File: src/verilog/msg_obj_map.svh
// Register offsets, field positions, reset values and mode codes of the
// message object block. Assumes inclusion by bare name from the module only.
`ifndef MSG_OBJ_MAP_SVH
`define MSG_OBJ_MAP_SVH

// Word select inside one object's four-word group
`define MO_CTRL        2'h0
`define MO_FUNC        2'h1
`define MO_PTR         2'h2
`define MO_LIST        2'h3

// Control word bits
`define CTRL_VALID     0
`define CTRL_FRESH     1
`define CTRL_LOST      2
`define CTRL_SEND      3
`define CTRL_RECEIVE_ACCEPT_ENABLE      4

// Function word fields
`define FUNC_MODE_LO   0
`define FUNC_MODE_HI   3
`define FUNC_SDT       4
`define FUNC_STT       5
`define FUNC_FIFO_WRAP_IRQ_ENABLE      6
`define FUNC_SEND_IRQ_ENABLE      7
`define FUNC_LINE_LO   8
`define FUNC_LINE_HI   11

// Pointer word fields, one byte each
`define PTR_LOWER_LO   0
`define PTR_UPPER_LO   8
`define PTR_ACTIVE_LO  16
`define PTR_WATCH_LO   24

// Mode codes
`define MODE_STD       4'h0
`define MODE_RXFIFO    4'h1

// Reset values
`define RST_FLAGS      1'b0
`define RST_MODE       4'h0
`define RST_LINE       4'h0

`endif

File: src/verilog/msg_obj_pkg.sv
// Types shared by the message object block and its surroundings.
// Assumes at most 256 message objects, so an index fits one byte.
package msg_obj_pkg;

  typedef logic [7:0] obj_idx_t;

  // Frame event from the node engine (stored, copied or sent) for an object that won filtering
  typedef struct packed {
    logic     valid;
    obj_idx_t obj;
    logic     remote;
  } frame_evt_s;

  // Result of a delivery: where the frame finally went
  typedef struct packed {
    logic     valid;
    obj_idx_t obj;
  } store_evt_s;

endpackage

File: src/verilog/msg_obj_modes.sv
// Per-object mode logic: standard mode, single delivery, one-shot send,
// circular FIFO pointers and receive FIFO redirection.
// Assumes the node engine on the same clock, one pulse per event.
//
// Local design decisions: the address map and strobed register access.
`timescale 1ns/1ps
`include "msg_obj_map.svh"

module msg_obj_modes
  import msg_obj_pkg::*;
#(
  parameter int NUM_OBJ = 32
) (
  // Clock and reset
  input  wire logic       clk,
  input  wire logic       nrst,
  // Register port: {object, word} address
  input  wire logic [9:0] addr,
  input  wire logic [31:0] wdata,
  input  wire logic       wr,
  input  wire logic       rd,
  output logic      [31:0] rdata,
  // Node frame engine
  input  wire frame_evt_s rx_evt,
  input  wire frame_evt_s tx_copy_evt,
  input  wire frame_evt_s tx_done_evt,
  output store_evt_s      store_evt,
  // Interrupt request lines, one-cycle pulses
  output logic      [15:0] irq_lines
);

  localparam int IW = (NUM_OBJ > 1) ? $clog2(NUM_OBJ) : 1;
  typedef logic [IW-1:0] idx_t;

  // Per-object state
  logic [NUM_OBJ-1:0] valid_r, fresh_r, lost_r, send_r, receive_accept_enable_r;
  logic [NUM_OBJ-1:0] sdt_r, stt_r, fifo_wrap_irq_enable_r, send_irq_enable_r;
  logic [3:0]         mode_r  [NUM_OBJ];
  logic [3:0]         line_r  [NUM_OBJ];
  idx_t               lower_r [NUM_OBJ];
  idx_t               upper_r [NUM_OBJ];
  idx_t               active_r[NUM_OBJ];
  idx_t               watch_r [NUM_OBJ];
  idx_t               succ_r  [NUM_OBJ];

  // Indexes beyond the object count are dropped, never aliased
  function automatic logic in_range(input obj_idx_t o);
    return 32'(o) < NUM_OBJ;
  endfunction

  // Receive path decode
  logic rx_ok, rx_fifo, do_store, irq_wrap;
  idx_t base, dest, act_nxt;
  always_comb begin
    rx_ok    = rx_evt.valid && in_range(rx_evt.obj);
    base     = rx_evt.obj[IW-1:0];
    rx_fifo  = rx_ok && (mode_r[base] == `MODE_RXFIFO);
    dest     = rx_fifo ? active_r[base] : base;
    // Slave mode and identifier are not consulted here
    do_store = rx_ok && valid_r[base] && valid_r[dest];
    act_nxt  = (active_r[base] == upper_r[base]) ?
               lower_r[base] : succ_r[active_r[base]];
    irq_wrap = rx_fifo && do_store && fifo_wrap_irq_enable_r[base] &&
               (act_nxt == watch_r[base]);
  end

  logic cp_ok, dn_ok;
  idx_t cobj, dobj;
  assign cp_ok = tx_copy_evt.valid && in_range(tx_copy_evt.obj);
  assign dn_ok = tx_done_evt.valid && in_range(tx_done_evt.obj);
  assign cobj  = tx_copy_evt.obj[IW-1:0];
  assign dobj  = tx_done_evt.obj[IW-1:0];

  logic [1:0] wsel;
  logic       wobj_ok;
  idx_t       wobj;
  assign wsel    = addr[1:0];
  assign wobj_ok = in_range(addr[9:2]);
  assign wobj    = addr[IW+1:2];

  // Pointers are plain registers, so reconfiguring any time is safe
  for (genvar i = 0; i < NUM_OBJ; i++) begin : g_obj
    logic we;
    assign we = wr && wobj_ok && (wobj == idx_t'(i));

    // Status flags; engine events come after the write so an engine set or clear wins
    always_ff @(posedge clk or negedge nrst) begin
      if (!nrst) begin
        valid_r[i] <= `RST_FLAGS;
        fresh_r[i] <= `RST_FLAGS;
        lost_r[i]  <= `RST_FLAGS;
        send_r[i]  <= `RST_FLAGS;
        receive_accept_enable_r[i]  <= `RST_FLAGS;
      end else begin
        if (we && wsel == `MO_CTRL) begin
          valid_r[i] <= wdata[`CTRL_VALID];
          fresh_r[i] <= wdata[`CTRL_FRESH];
          lost_r[i]  <= wdata[`CTRL_LOST];
          send_r[i]  <= wdata[`CTRL_SEND];
          receive_accept_enable_r[i]  <= wdata[`CTRL_RECEIVE_ACCEPT_ENABLE];
        end
        if (cp_ok && cobj == idx_t'(i)) begin
          fresh_r[i] <= 1'b0;
          if (stt_r[i])
            send_r[i] <= 1'b0;
        end
        if (dn_ok && dobj == idx_t'(i)) begin
          if (!fresh_r[i])
            send_r[i] <= 1'b0;
          if (sdt_r[i] && !tx_done_evt.remote)
            valid_r[i] <= 1'b0;
        end
        if (do_store && dest == idx_t'(i)) begin
          fresh_r[i] <= 1'b1;
          if (fresh_r[i])
            lost_r[i] <= 1'b1;
          if (rx_evt.remote)
            send_r[i] <= 1'b1;
          else if (sdt_r[i])
            valid_r[i] <= 1'b0;
        end
      end
    end

    // Function word
    always_ff @(posedge clk or negedge nrst) begin
      if (!nrst) begin
        mode_r[i] <= `RST_MODE;
        sdt_r[i]  <= `RST_FLAGS;
        stt_r[i]  <= `RST_FLAGS;
        fifo_wrap_irq_enable_r[i] <= `RST_FLAGS;
        send_irq_enable_r[i] <= `RST_FLAGS;
        line_r[i] <= `RST_LINE;
      end else if (we && wsel == `MO_FUNC) begin
        mode_r[i] <= wdata[`FUNC_MODE_HI:`FUNC_MODE_LO];
        sdt_r[i]  <= wdata[`FUNC_SDT];
        stt_r[i]  <= wdata[`FUNC_STT];
        fifo_wrap_irq_enable_r[i] <= wdata[`FUNC_FIFO_WRAP_IRQ_ENABLE];
        send_irq_enable_r[i] <= wdata[`FUNC_SEND_IRQ_ENABLE];
        line_r[i] <= wdata[`FUNC_LINE_HI:`FUNC_LINE_LO];
      end
    end

    // FIFO pointers; advance after store beats a software write
    always_ff @(posedge clk or negedge nrst) begin
      if (!nrst) begin
        lower_r[i]  <= '0;
        upper_r[i]  <= '0;
        active_r[i] <= '0;
        watch_r[i]  <= '0;
        succ_r[i]   <= '0;
      end else begin
        if (we && wsel == `MO_PTR) begin
          lower_r[i]  <= wdata[`PTR_LOWER_LO +: IW];
          upper_r[i]  <= wdata[`PTR_UPPER_LO +: IW];
          active_r[i] <= wdata[`PTR_ACTIVE_LO +: IW];
          watch_r[i]  <= wdata[`PTR_WATCH_LO +: IW];
        end
        if (we && wsel == `MO_LIST)
          succ_r[i] <= wdata[IW-1:0];
        if (rx_fifo && do_store && base == idx_t'(i))
          active_r[i] <= act_nxt;
      end
    end
  end

  // Interrupt pulses
  logic [15:0] irq_nxt;
  always_comb begin
    irq_nxt = '0;
    if (irq_wrap)
      irq_nxt[line_r[base]] = 1'b1;
    if (dn_ok && send_irq_enable_r[dobj])
      irq_nxt[line_r[dobj]] = 1'b1;
  end

  always_ff @(posedge clk or negedge nrst) begin
    if (!nrst) begin
      irq_lines <= '0;
      store_evt <= '0;
    end else begin
      irq_lines       <= irq_nxt;
      store_evt.valid <= do_store;
      store_evt.obj   <= obj_idx_t'(dest);
    end
  end

  // Read data, valid only in the cycle after a read strobe
  logic [31:0] rd_nxt;
  always_comb begin
    rd_nxt = '0;
    if (rd && wobj_ok) begin
      unique case (wsel)
        `MO_CTRL: begin
          rd_nxt[`CTRL_VALID] = valid_r[wobj];
          rd_nxt[`CTRL_FRESH] = fresh_r[wobj];
          rd_nxt[`CTRL_LOST]  = lost_r[wobj];
          rd_nxt[`CTRL_SEND]  = send_r[wobj];
          rd_nxt[`CTRL_RECEIVE_ACCEPT_ENABLE]  = receive_accept_enable_r[wobj];
        end
        `MO_FUNC: begin
          rd_nxt[`FUNC_MODE_HI:`FUNC_MODE_LO] = mode_r[wobj];
          rd_nxt[`FUNC_SDT]  = sdt_r[wobj];
          rd_nxt[`FUNC_STT]  = stt_r[wobj];
          rd_nxt[`FUNC_FIFO_WRAP_IRQ_ENABLE] = fifo_wrap_irq_enable_r[wobj];
          rd_nxt[`FUNC_SEND_IRQ_ENABLE] = send_irq_enable_r[wobj];
          rd_nxt[`FUNC_LINE_HI:`FUNC_LINE_LO] = line_r[wobj];
        end
        `MO_PTR: begin
          rd_nxt[`PTR_LOWER_LO +: IW]  = lower_r[wobj];
          rd_nxt[`PTR_UPPER_LO +: IW]  = upper_r[wobj];
          rd_nxt[`PTR_ACTIVE_LO +: IW] = active_r[wobj];
          rd_nxt[`PTR_WATCH_LO +: IW]  = watch_r[wobj];
        end
        `MO_LIST: rd_nxt[IW-1:0] = succ_r[wobj];
      endcase
    end
  end

  always_ff @(posedge clk or negedge nrst) begin
    if (!nrst)
      rdata <= '0;
    else
      rdata <= rd_nxt;
  end

endmodule // msg_obj_modes

File: config.mk
export PLATFORM = sky130hd
export DESIGN_NAME = msg_obj_modes
export DESIGN_NICKNAME = d
export VERILOG_FILES = /design/src/verilog/msg_obj_pkg.sv /design/src/verilog/msg_obj_modes.sv
export VERILOG_INCLUDE_DIRS = /design/src /design/src/verilog
export SDC_FILE = /design/constraint.sdc
export NUM_CORES = 2
export LEC_CHECK = 0
export ABC_AREA = 0
export BUFFER_PORTS_ARGS = -buffer_cell sky130_fd_sc_hd__buf_2
export CAP_MARGIN = 5
export CORE_MARGIN = 2
export CORE_UTILIZATION = 59
export CTS_BUF_LIST = sky130_fd_sc_hd__clkbuf_4 sky130_fd_sc_hd__clkbuf_8
export CTS_CLUSTER_SIZE = 28
export DETAILED_ROUTE_END_ITERATION = 12
export GPL_TIMING_DRIVEN = 1
export PLACE_DENSITY = 0.78
export SYNTH_ARGS = -nofsm -noshare
export SYNTH_HDL_FRONTEND = slang
export SYNTH_SLANG_ARGS = --single-unit
File: constraint.sdc
create_clock -name clk -period 4.4 [get_ports clk]
set_clock_uncertainty 0.2 [all_clocks]
set_input_delay 0.44 -clock clk [delete_from_list [all_inputs] [get_ports clk]]
set_output_delay 0.44 -clock clk [all_outputs]
set_load 0.01 [all_outputs]
Word-level counts from Yosys, hierarchy flattened. Index checks and enable logic that the tools add are counted.

Bits in registers: 1389. Latch bits: 0. Memory bits (writable): 0. ROM bits: 0. Input port bits: 76. Word-level logic and storage cells: 1863. Memories: 0.

Add/subtract/negate cells: 0. Multiply operators: 0. Div/mod/pow operators: 0. Magnitude comparators: 16. Equality and inequality tests: 161. Shift-type cells: 0. Mux-type cells: 760. Bitwise logic cells: 5. Reductions and logical operators: 405.

Operators by type and width (count): 1-bit 2-to-1 mux (624); 5-bit 2-to-1 mux (90); 5-bit equality test (second input constant) (80); 1-bit logical AND (334); 5-bit binary-select mux with 5-bit select (10); 5-bit by 4-bit equality test with 1-bit output (second input constant) (40); 4-bit binary-select mux with 5-bit select (5); 5-bit by 3-bit equality test with 1-bit output (second input constant) (20); 3-bit nonzero test (32); 1-bit binary-select mux with 5-bit select (13); 2-bit nonzero test (32); 5-bit by 2-bit equality test with 1-bit output (second input constant) (10); 4-bit 2-to-1 mux (10); 8-bit by 6-bit less-than comparator with 1-bit output (second input constant) (4); 16-bit 2-to-1 mux (2); 5-bit by 1-bit equality test with 1-bit output (second input constant) (5); 5-bit logical NOT (5); 6-bit >= comparator (second input constant) (4); 5-bit by 6-bit less-than comparator with 1-bit output (second input constant) (4); 5-bit inverter with 6-bit output (4); 5-bit one-hot mux with 4 select lines (1); 16-bit bitwise OR (1); 13-bit 2-to-1 mux (1); 5-bit equality test (2); 10 further kinds (14).

Longest topological paths before layout.
Depth in word-level cells: 16. Mapped depth: 20. Depth with buffers taken out: 13.

Worst setup path before layout. No wires, ideal clock.

Kind: input-to-reg. From: in rx_evt[2] (netlist bit). To: reg irq_lines[3]. Library setup time: 82 ps. Arrival: 4356 ps. Path slack: -239 ps. Stages on the path: 18. Buffers on the path: 11. Cells stage by stage: buf_2 -> buf_6 -> buf_6 -> buf_6 -> buf_2 -> buf_2 -> buf_4 -> buf_2 -> buf_2 -> clkbuf_1 -> clkbuf_1 -> mux4_2 -> mux4_2 -> mux2i_1 -> inv_1 -> nor2_1 -> nand4_1 -> o22ai_1.

Cells in the longest elaborated chain, start to end: 16. Elaborated cells on any way between the ends: 50. Classes of those cells: order compare (3); eq/ne (3); mux (33); bitwise (3); reduce/logical (8).

Ends and longest elaborated chain: start: declaration (RTL line msg_obj_modes.sv:24) `input wire frame_evt_s rx_evt,`; 5-bit inverter with 6-bit output (not written as such); 4-bit binary-select mux with 5-bit select (RTL line msg_obj_modes.sv:57) `` rx_fifo = rx_ok && (mode_r[base] == `MODE_RXFIFO); ``; 4-bit 2-to-1 mux (not written as such) (2 in a row) (RTL line msg_obj_modes.sv:57); 4-bit by 1-bit equality test with 1-bit output (no line); 1-bit logical AND (RTL line msg_obj_modes.sv:57); 5-bit 2-to-1 mux (RTL line msg_obj_modes.sv:58) `dest = rx_fifo ? active_r[base] : base;`; 1-bit binary-select mux with 5-bit select (RTL line msg_obj_modes.sv:60) `do_store = rx_ok && valid_r[base] && valid_r[dest];`; 1-bit 2-to-1 mux (not written as such) (RTL line msg_obj_modes.sv:60); 1-bit logical AND (RTL line msg_obj_modes.sv:60); 1-bit logical AND (3 in a row) (RTL line msg_obj_modes.sv:63) `irq_wrap = rx_fifo && do_store && fifo_wrap_irq_enable_r[base] &&`; 16-bit 2-to-1 mux (*) (RTL line msg_obj_modes.sv:171) `if (irq_wrap)`; 16-bit bitwise OR (no line); 16-bit 2-to-1 mux (*) (RTL line msg_obj_modes.sv:173) `if (dn_ok && send_irq_enable_r[dobj])`; named net irq_nxt[3] (RTL line msg_obj_modes.sv:168) `logic [15:0] irq_nxt;`; end signal: assignment (RTL line msg_obj_modes.sv:182) `irq_lines <= irq_nxt;`; end: declaration (RTL line msg_obj_modes.sv:29) `output logic [15:0] irq_lines`.

Mark *: on every way through the listed nets, which the timed path passes. The rest lies on a longest branch. The select of a mux whose other input is x is not followed. A chain may end at the register's enable or synchronous reset.

Worst setup path in the final report.
From: in rx_evt[3] (netlist bit). To: reg active_r[94] (netlist bit).

Cells in the longest elaborated chain, start to end: 13. Elaborated cells on any way between the ends: 35. Classes of those cells: order compare (1); eq/ne (3); mux (22); bitwise (2); reduce/logical (7).

Ends and longest elaborated chain: 5-bit inverter with 6-bit output (not written as such); 4-bit binary-select mux with 5-bit select (RTL line msg_obj_modes.sv:57); 4-bit 2-to-1 mux (not written as such) (2 in a row) (RTL line msg_obj_modes.sv:57); 4-bit by 1-bit equality test with 1-bit output (no line); 1-bit logical AND (RTL line msg_obj_modes.sv:57); 5-bit 2-to-1 mux (RTL line msg_obj_modes.sv:58); 1-bit binary-select mux with 5-bit select (RTL line msg_obj_modes.sv:60); 1-bit 2-to-1 mux (not written as such) (RTL line msg_obj_modes.sv:60); 1-bit logical AND (RTL line msg_obj_modes.sv:60); 1-bit logical AND (2 in a row) (RTL line msg_obj_modes.sv:161) `if (rx_fifo && do_store && base == idx_t'(i))`; 5-bit 2-to-1 mux / 2-bit nonzero test (equally long branches); end signal: indexed assignment (RTL line msg_obj_modes.sv:156) `` active_r[i] <= wdata[`PTR_ACTIVE_LO +: IW]; ``; end signal: indexed assignment (RTL line msg_obj_modes.sv:162) `active_r[i] <= act_nxt;`; end: declaration (RTL line msg_obj_modes.sv:42) `idx_t active_r[NUM_OBJ];`.

Parallel ways exist; a longest one is shown, timed or not. The select of a mux whose other input is x is not followed.

==> results by group <==
Floorplanning
  • Die Y-Extent: 367.2 µm
  • Chip width: 367.2 µm
  • Die area: 134800 µm²
  • Starting Density: 59.35%
  • I/O pin count: 133
  • CORE AREA: 131100 µm²
  • Row count: 133

Logic synthesis
  • Mapped cell area: 77820 µm²
  • Share of the synthesized area in the top cell type: 44.66%
  • Cell variety after synth: 79
  • Seq/Total Area, Yosys: 44.66%
  • Syn Area/Cell: 14.18 µm²
  • Leading area contributor after synthesis: dfrtp_1
  • Post-synthesis async set-or-reset flop share: 100.0%
  • Yosys reg bits: 1389
  • Post-synth top flop: dfrtp_1
  • Ys Warns: 0
  • Post-synth EDFFs: 0
  • Cells after Synth: 5489
  • Top cells by area, synth: dfrtp_1 (45%), mux4_2 (21%), mux2_2 (16%)

Pwr
  • Clock network fraction of total power: 43.8%
  • Share of power burned in registers: 46.8%
  • Total power: 28.02 mW
  • Switching pwr: 7.299 mW
  • Sw Share: 26.05%
  • Worst vdd ir: 0.0003544 V
  • Internal: 20.72 mW
  • PwrDens: 314.5 nW/µm²
  • P_leak: 42.99 nW
  • Comb pwr share: 9.4%

Worst hold path
  • Hold_sp: rx_evt[2]
  • Hold Path Class: input pin to flop
  • Hold-critical path depth: 6
  • Hold EP: active_r[133]

Worst setup path
  • Flop-to-flop setup slack: -0.08 ns
  • Worst reg2reg startpoint: mode_r[127]
  • Worst Setup Path Type: input pin to flop
  • CP Data Required Time: 5.05 ns
  • R2R cell count: 17
  • Crit end category: flop
  • Critical path arrival: 5.15 ns
  • Worst r2r dst: active_r[94]
  • Crit path launch type: input pin
  • Crit-path max FO: 11

STA
  • Max Transition Viols Final: 0
  • Fin crit share: 102.4%
  • Worst slew pin tran: 1.224 ns
  • Rel. slew slack: 18.38%
  • Max Clk Rate: 222.0 MHz
  • Final setup viols: 58
  • Fin Hold WS: 0.08384 ns
  • Setup ws final: -0.1051 ns
  • Tmin final: 4.505 ns
  • Unrepaired setup endpoints after global routing: yes
  • Final Hold Fails: 0

Global routing
  • Initial antenna violation count: 12
  • GR Overflow Total: 0
  • Pin count of the biggest net entering global routing: 105
  • Vias in the first global route: 56320
  • Gr usage total: 38.64%
  • Global-route wire length before repair: 381.9 mm

Status
  • Status: finished, violations left
  • Failing checks: setup timing

Placed design
  • Pre-CTS setup slack: -0.5973 ns
  • Hpwl dp: 169.2 mm
  • Gp weighted congestion: 1.008
  • Port buffer count: 110

Detailed routing
  • Final WL: 259.9 mm
  • Max Used Layer: met5
  • Via density: 7.140
  • Wire per inst: 33.37 µm
  • Met1 Wirelength: 95.51 mm
  • Metal3 WL: 32.53 mm
  • Vias: 55610
  • Met2 routed WL: 115.2 mm
  • DRT iter0 DRCs: 6846
  • DRT Pass-1 Iters: 10
  • Routed Antenna Nets: 0
  • Post-route DRC: 0

Clock tree
  • Clk slew on worst S/H paths: 0.06 ns
  • Root Driver: clkbuf_8
  • Max Root-Sink Buffers: 3
  • Clk Latency, worst-skew pair: 1.03 ns
  • CTS tree: built
  • # clock sinks: 1389
  • H-Tree Depth: 4
  • CTS Buf Count: 227

Final layout
  • Nets: 5930
  • Most frequent cells in the layout: dfrtp_1 (1389), mux2_2 (1089), mux4_2 (730), mux2i_1 (510), buf_4 (447)
  • Share of cells above drive strength 1: 49.49%
  • Area growth syn-to-layout: 14.51%
  • Filler cell count: 9046
  • Commonest non-fill, non-tap cell in the layout: dfrtp_1

Flow run
  • Max-Cap Viols: 0
==> how the worst max path moves through the flow <==
stage | startpoint | end
2_1_floorplan | rx_evt[1] | irq_lines[3]
3_3_place_gp | rx_evt[1] | active_r[9]
3_5_place_dp | rx_evt[1] | active_r[19]
4_1_cts | active_r[6] | irq_lines[8]
5_1_grt | mode_r[123] | active_r[121]
6_report | rx_evt[3] | active_r[94]
==> worst max-delay path, cell delays in order <==
cell and delay (ns):
dlygate4sd3_1 0.55, buf_4 0.24, buf_4 0.17, buf_4 0.15, nor2_2 0.55, a22oi_1 0.21, nand2_1 0.18, and3_4 0.23
o2bb2ai_4 0.16, mux2i_4 0.31, clkinv_4 0.12, buf_4 0.17, mux2i_1 0.14, nand4_1 0.15, nand4b_1 0.18, o22ai_4 0.22
buf_12 0.19, buf_16 0.14, buf_12 0.16, nand4_2 0.24, mux2i_1 0.20
==> power groups by stage <==
stage	Clock (mW)	Combinational, mW	Sequential, mW
after CTS	12.3	2.58	13.1
after detailed placement	0	2.52	13.3
final	12.3	2.63	13.1
after global routing	12.9	2.76	13.1
after global placement	0	2.49	13.3
after floorplan	0	1.41	13.3
==> repair_timing <==
item	CTS	global route
gates resized for setup	34	76
setup buffers	7	18
hold buffers	52	0
cloned	1	3
pin swaps	6	23
hold endpoints to repair	1450	0
endpoints found under the setup margin	222	241
==> cell usage after synthesis (all sizes together), types with 8 or more instances <==
cell,n
and3,14
a21oi,66
o31ai,17
a21o,28
nor2b,21
mux2,1089
nor3,74
o22ai,98
o2bb2ai,8
mux2i,519
buf,173
inv,11
or2,15
and4,14
nand4,35
o22a,17
mux4,730
a211oi,12
and2,12
nand3,113
a22oi,24
nor2,144
clkbuf,389
nand2b,13
nand2,298
o21ai,48
dfrtp,1389
a31oi,11
a222oi,12
==> stage by stage <==
step	instance area [µm²]	TNS [ns]	std cells	util (%)
after floorplan	77890	-0.01602	5500	-
after global placement	82880	-93.05	7296	63.20
after detailed placement	82880	-102.48	7296	63.20
after CTS	88560	0	7760	67.54
after global routing	89100	-9.317	7783	67.95
final	89110	-1.949	7788	67.96
==> cells by family after synthesis <==
kind of cell / Yosys count / share of synthesized area [%]
compound gates: 384 / 3.426
buf+inv: 575 / 3.166
simple gates: 789 / 5.003
fa+ha+maj: 5 / 0.08039
xor+xnor: 8 / 0.09004
flops: 1389 / 44.66
other cells: 1 / 0.004819
mux: 2338 / 43.56
==> metal layers <==
metal,track usage [%],vias to the layer above
li1,-,21940
met1,51.91,29010
met2,56.02,3772
met3,12.78,872
met4,20.93,12
met5,0,-
==> final cells by class <==
class | count | area [µm²] | share of cell area (%)
multi-input combinational | 3536 | 41130 | 46.15
sequential | 1389 | 34760 | 39.01
timing repair buffer | 682 | 6030 | 6.766
clock buffer | 355 | 4473 | 5.020
tap | 1755 | 2196 | 2.464
clock inverter | 49 | 449.2 | 0.5041
inverter | 13 | 55.05 | 0.06178
antenna | 9 | 22.52 | 0.02527
==> flip-flops by register name (all words and copies together), names as in the netlist, 128 cells and up <==
| register | count |
|---|---|
| line_r | 128 |
| active_r | 160 |
| lower_r | 160 |
| watch_r | 160 |
| mode_r | 128 |
| upper_r | 160 |
| succ_r | 160 |
Power figures use the tool's default switching activity.
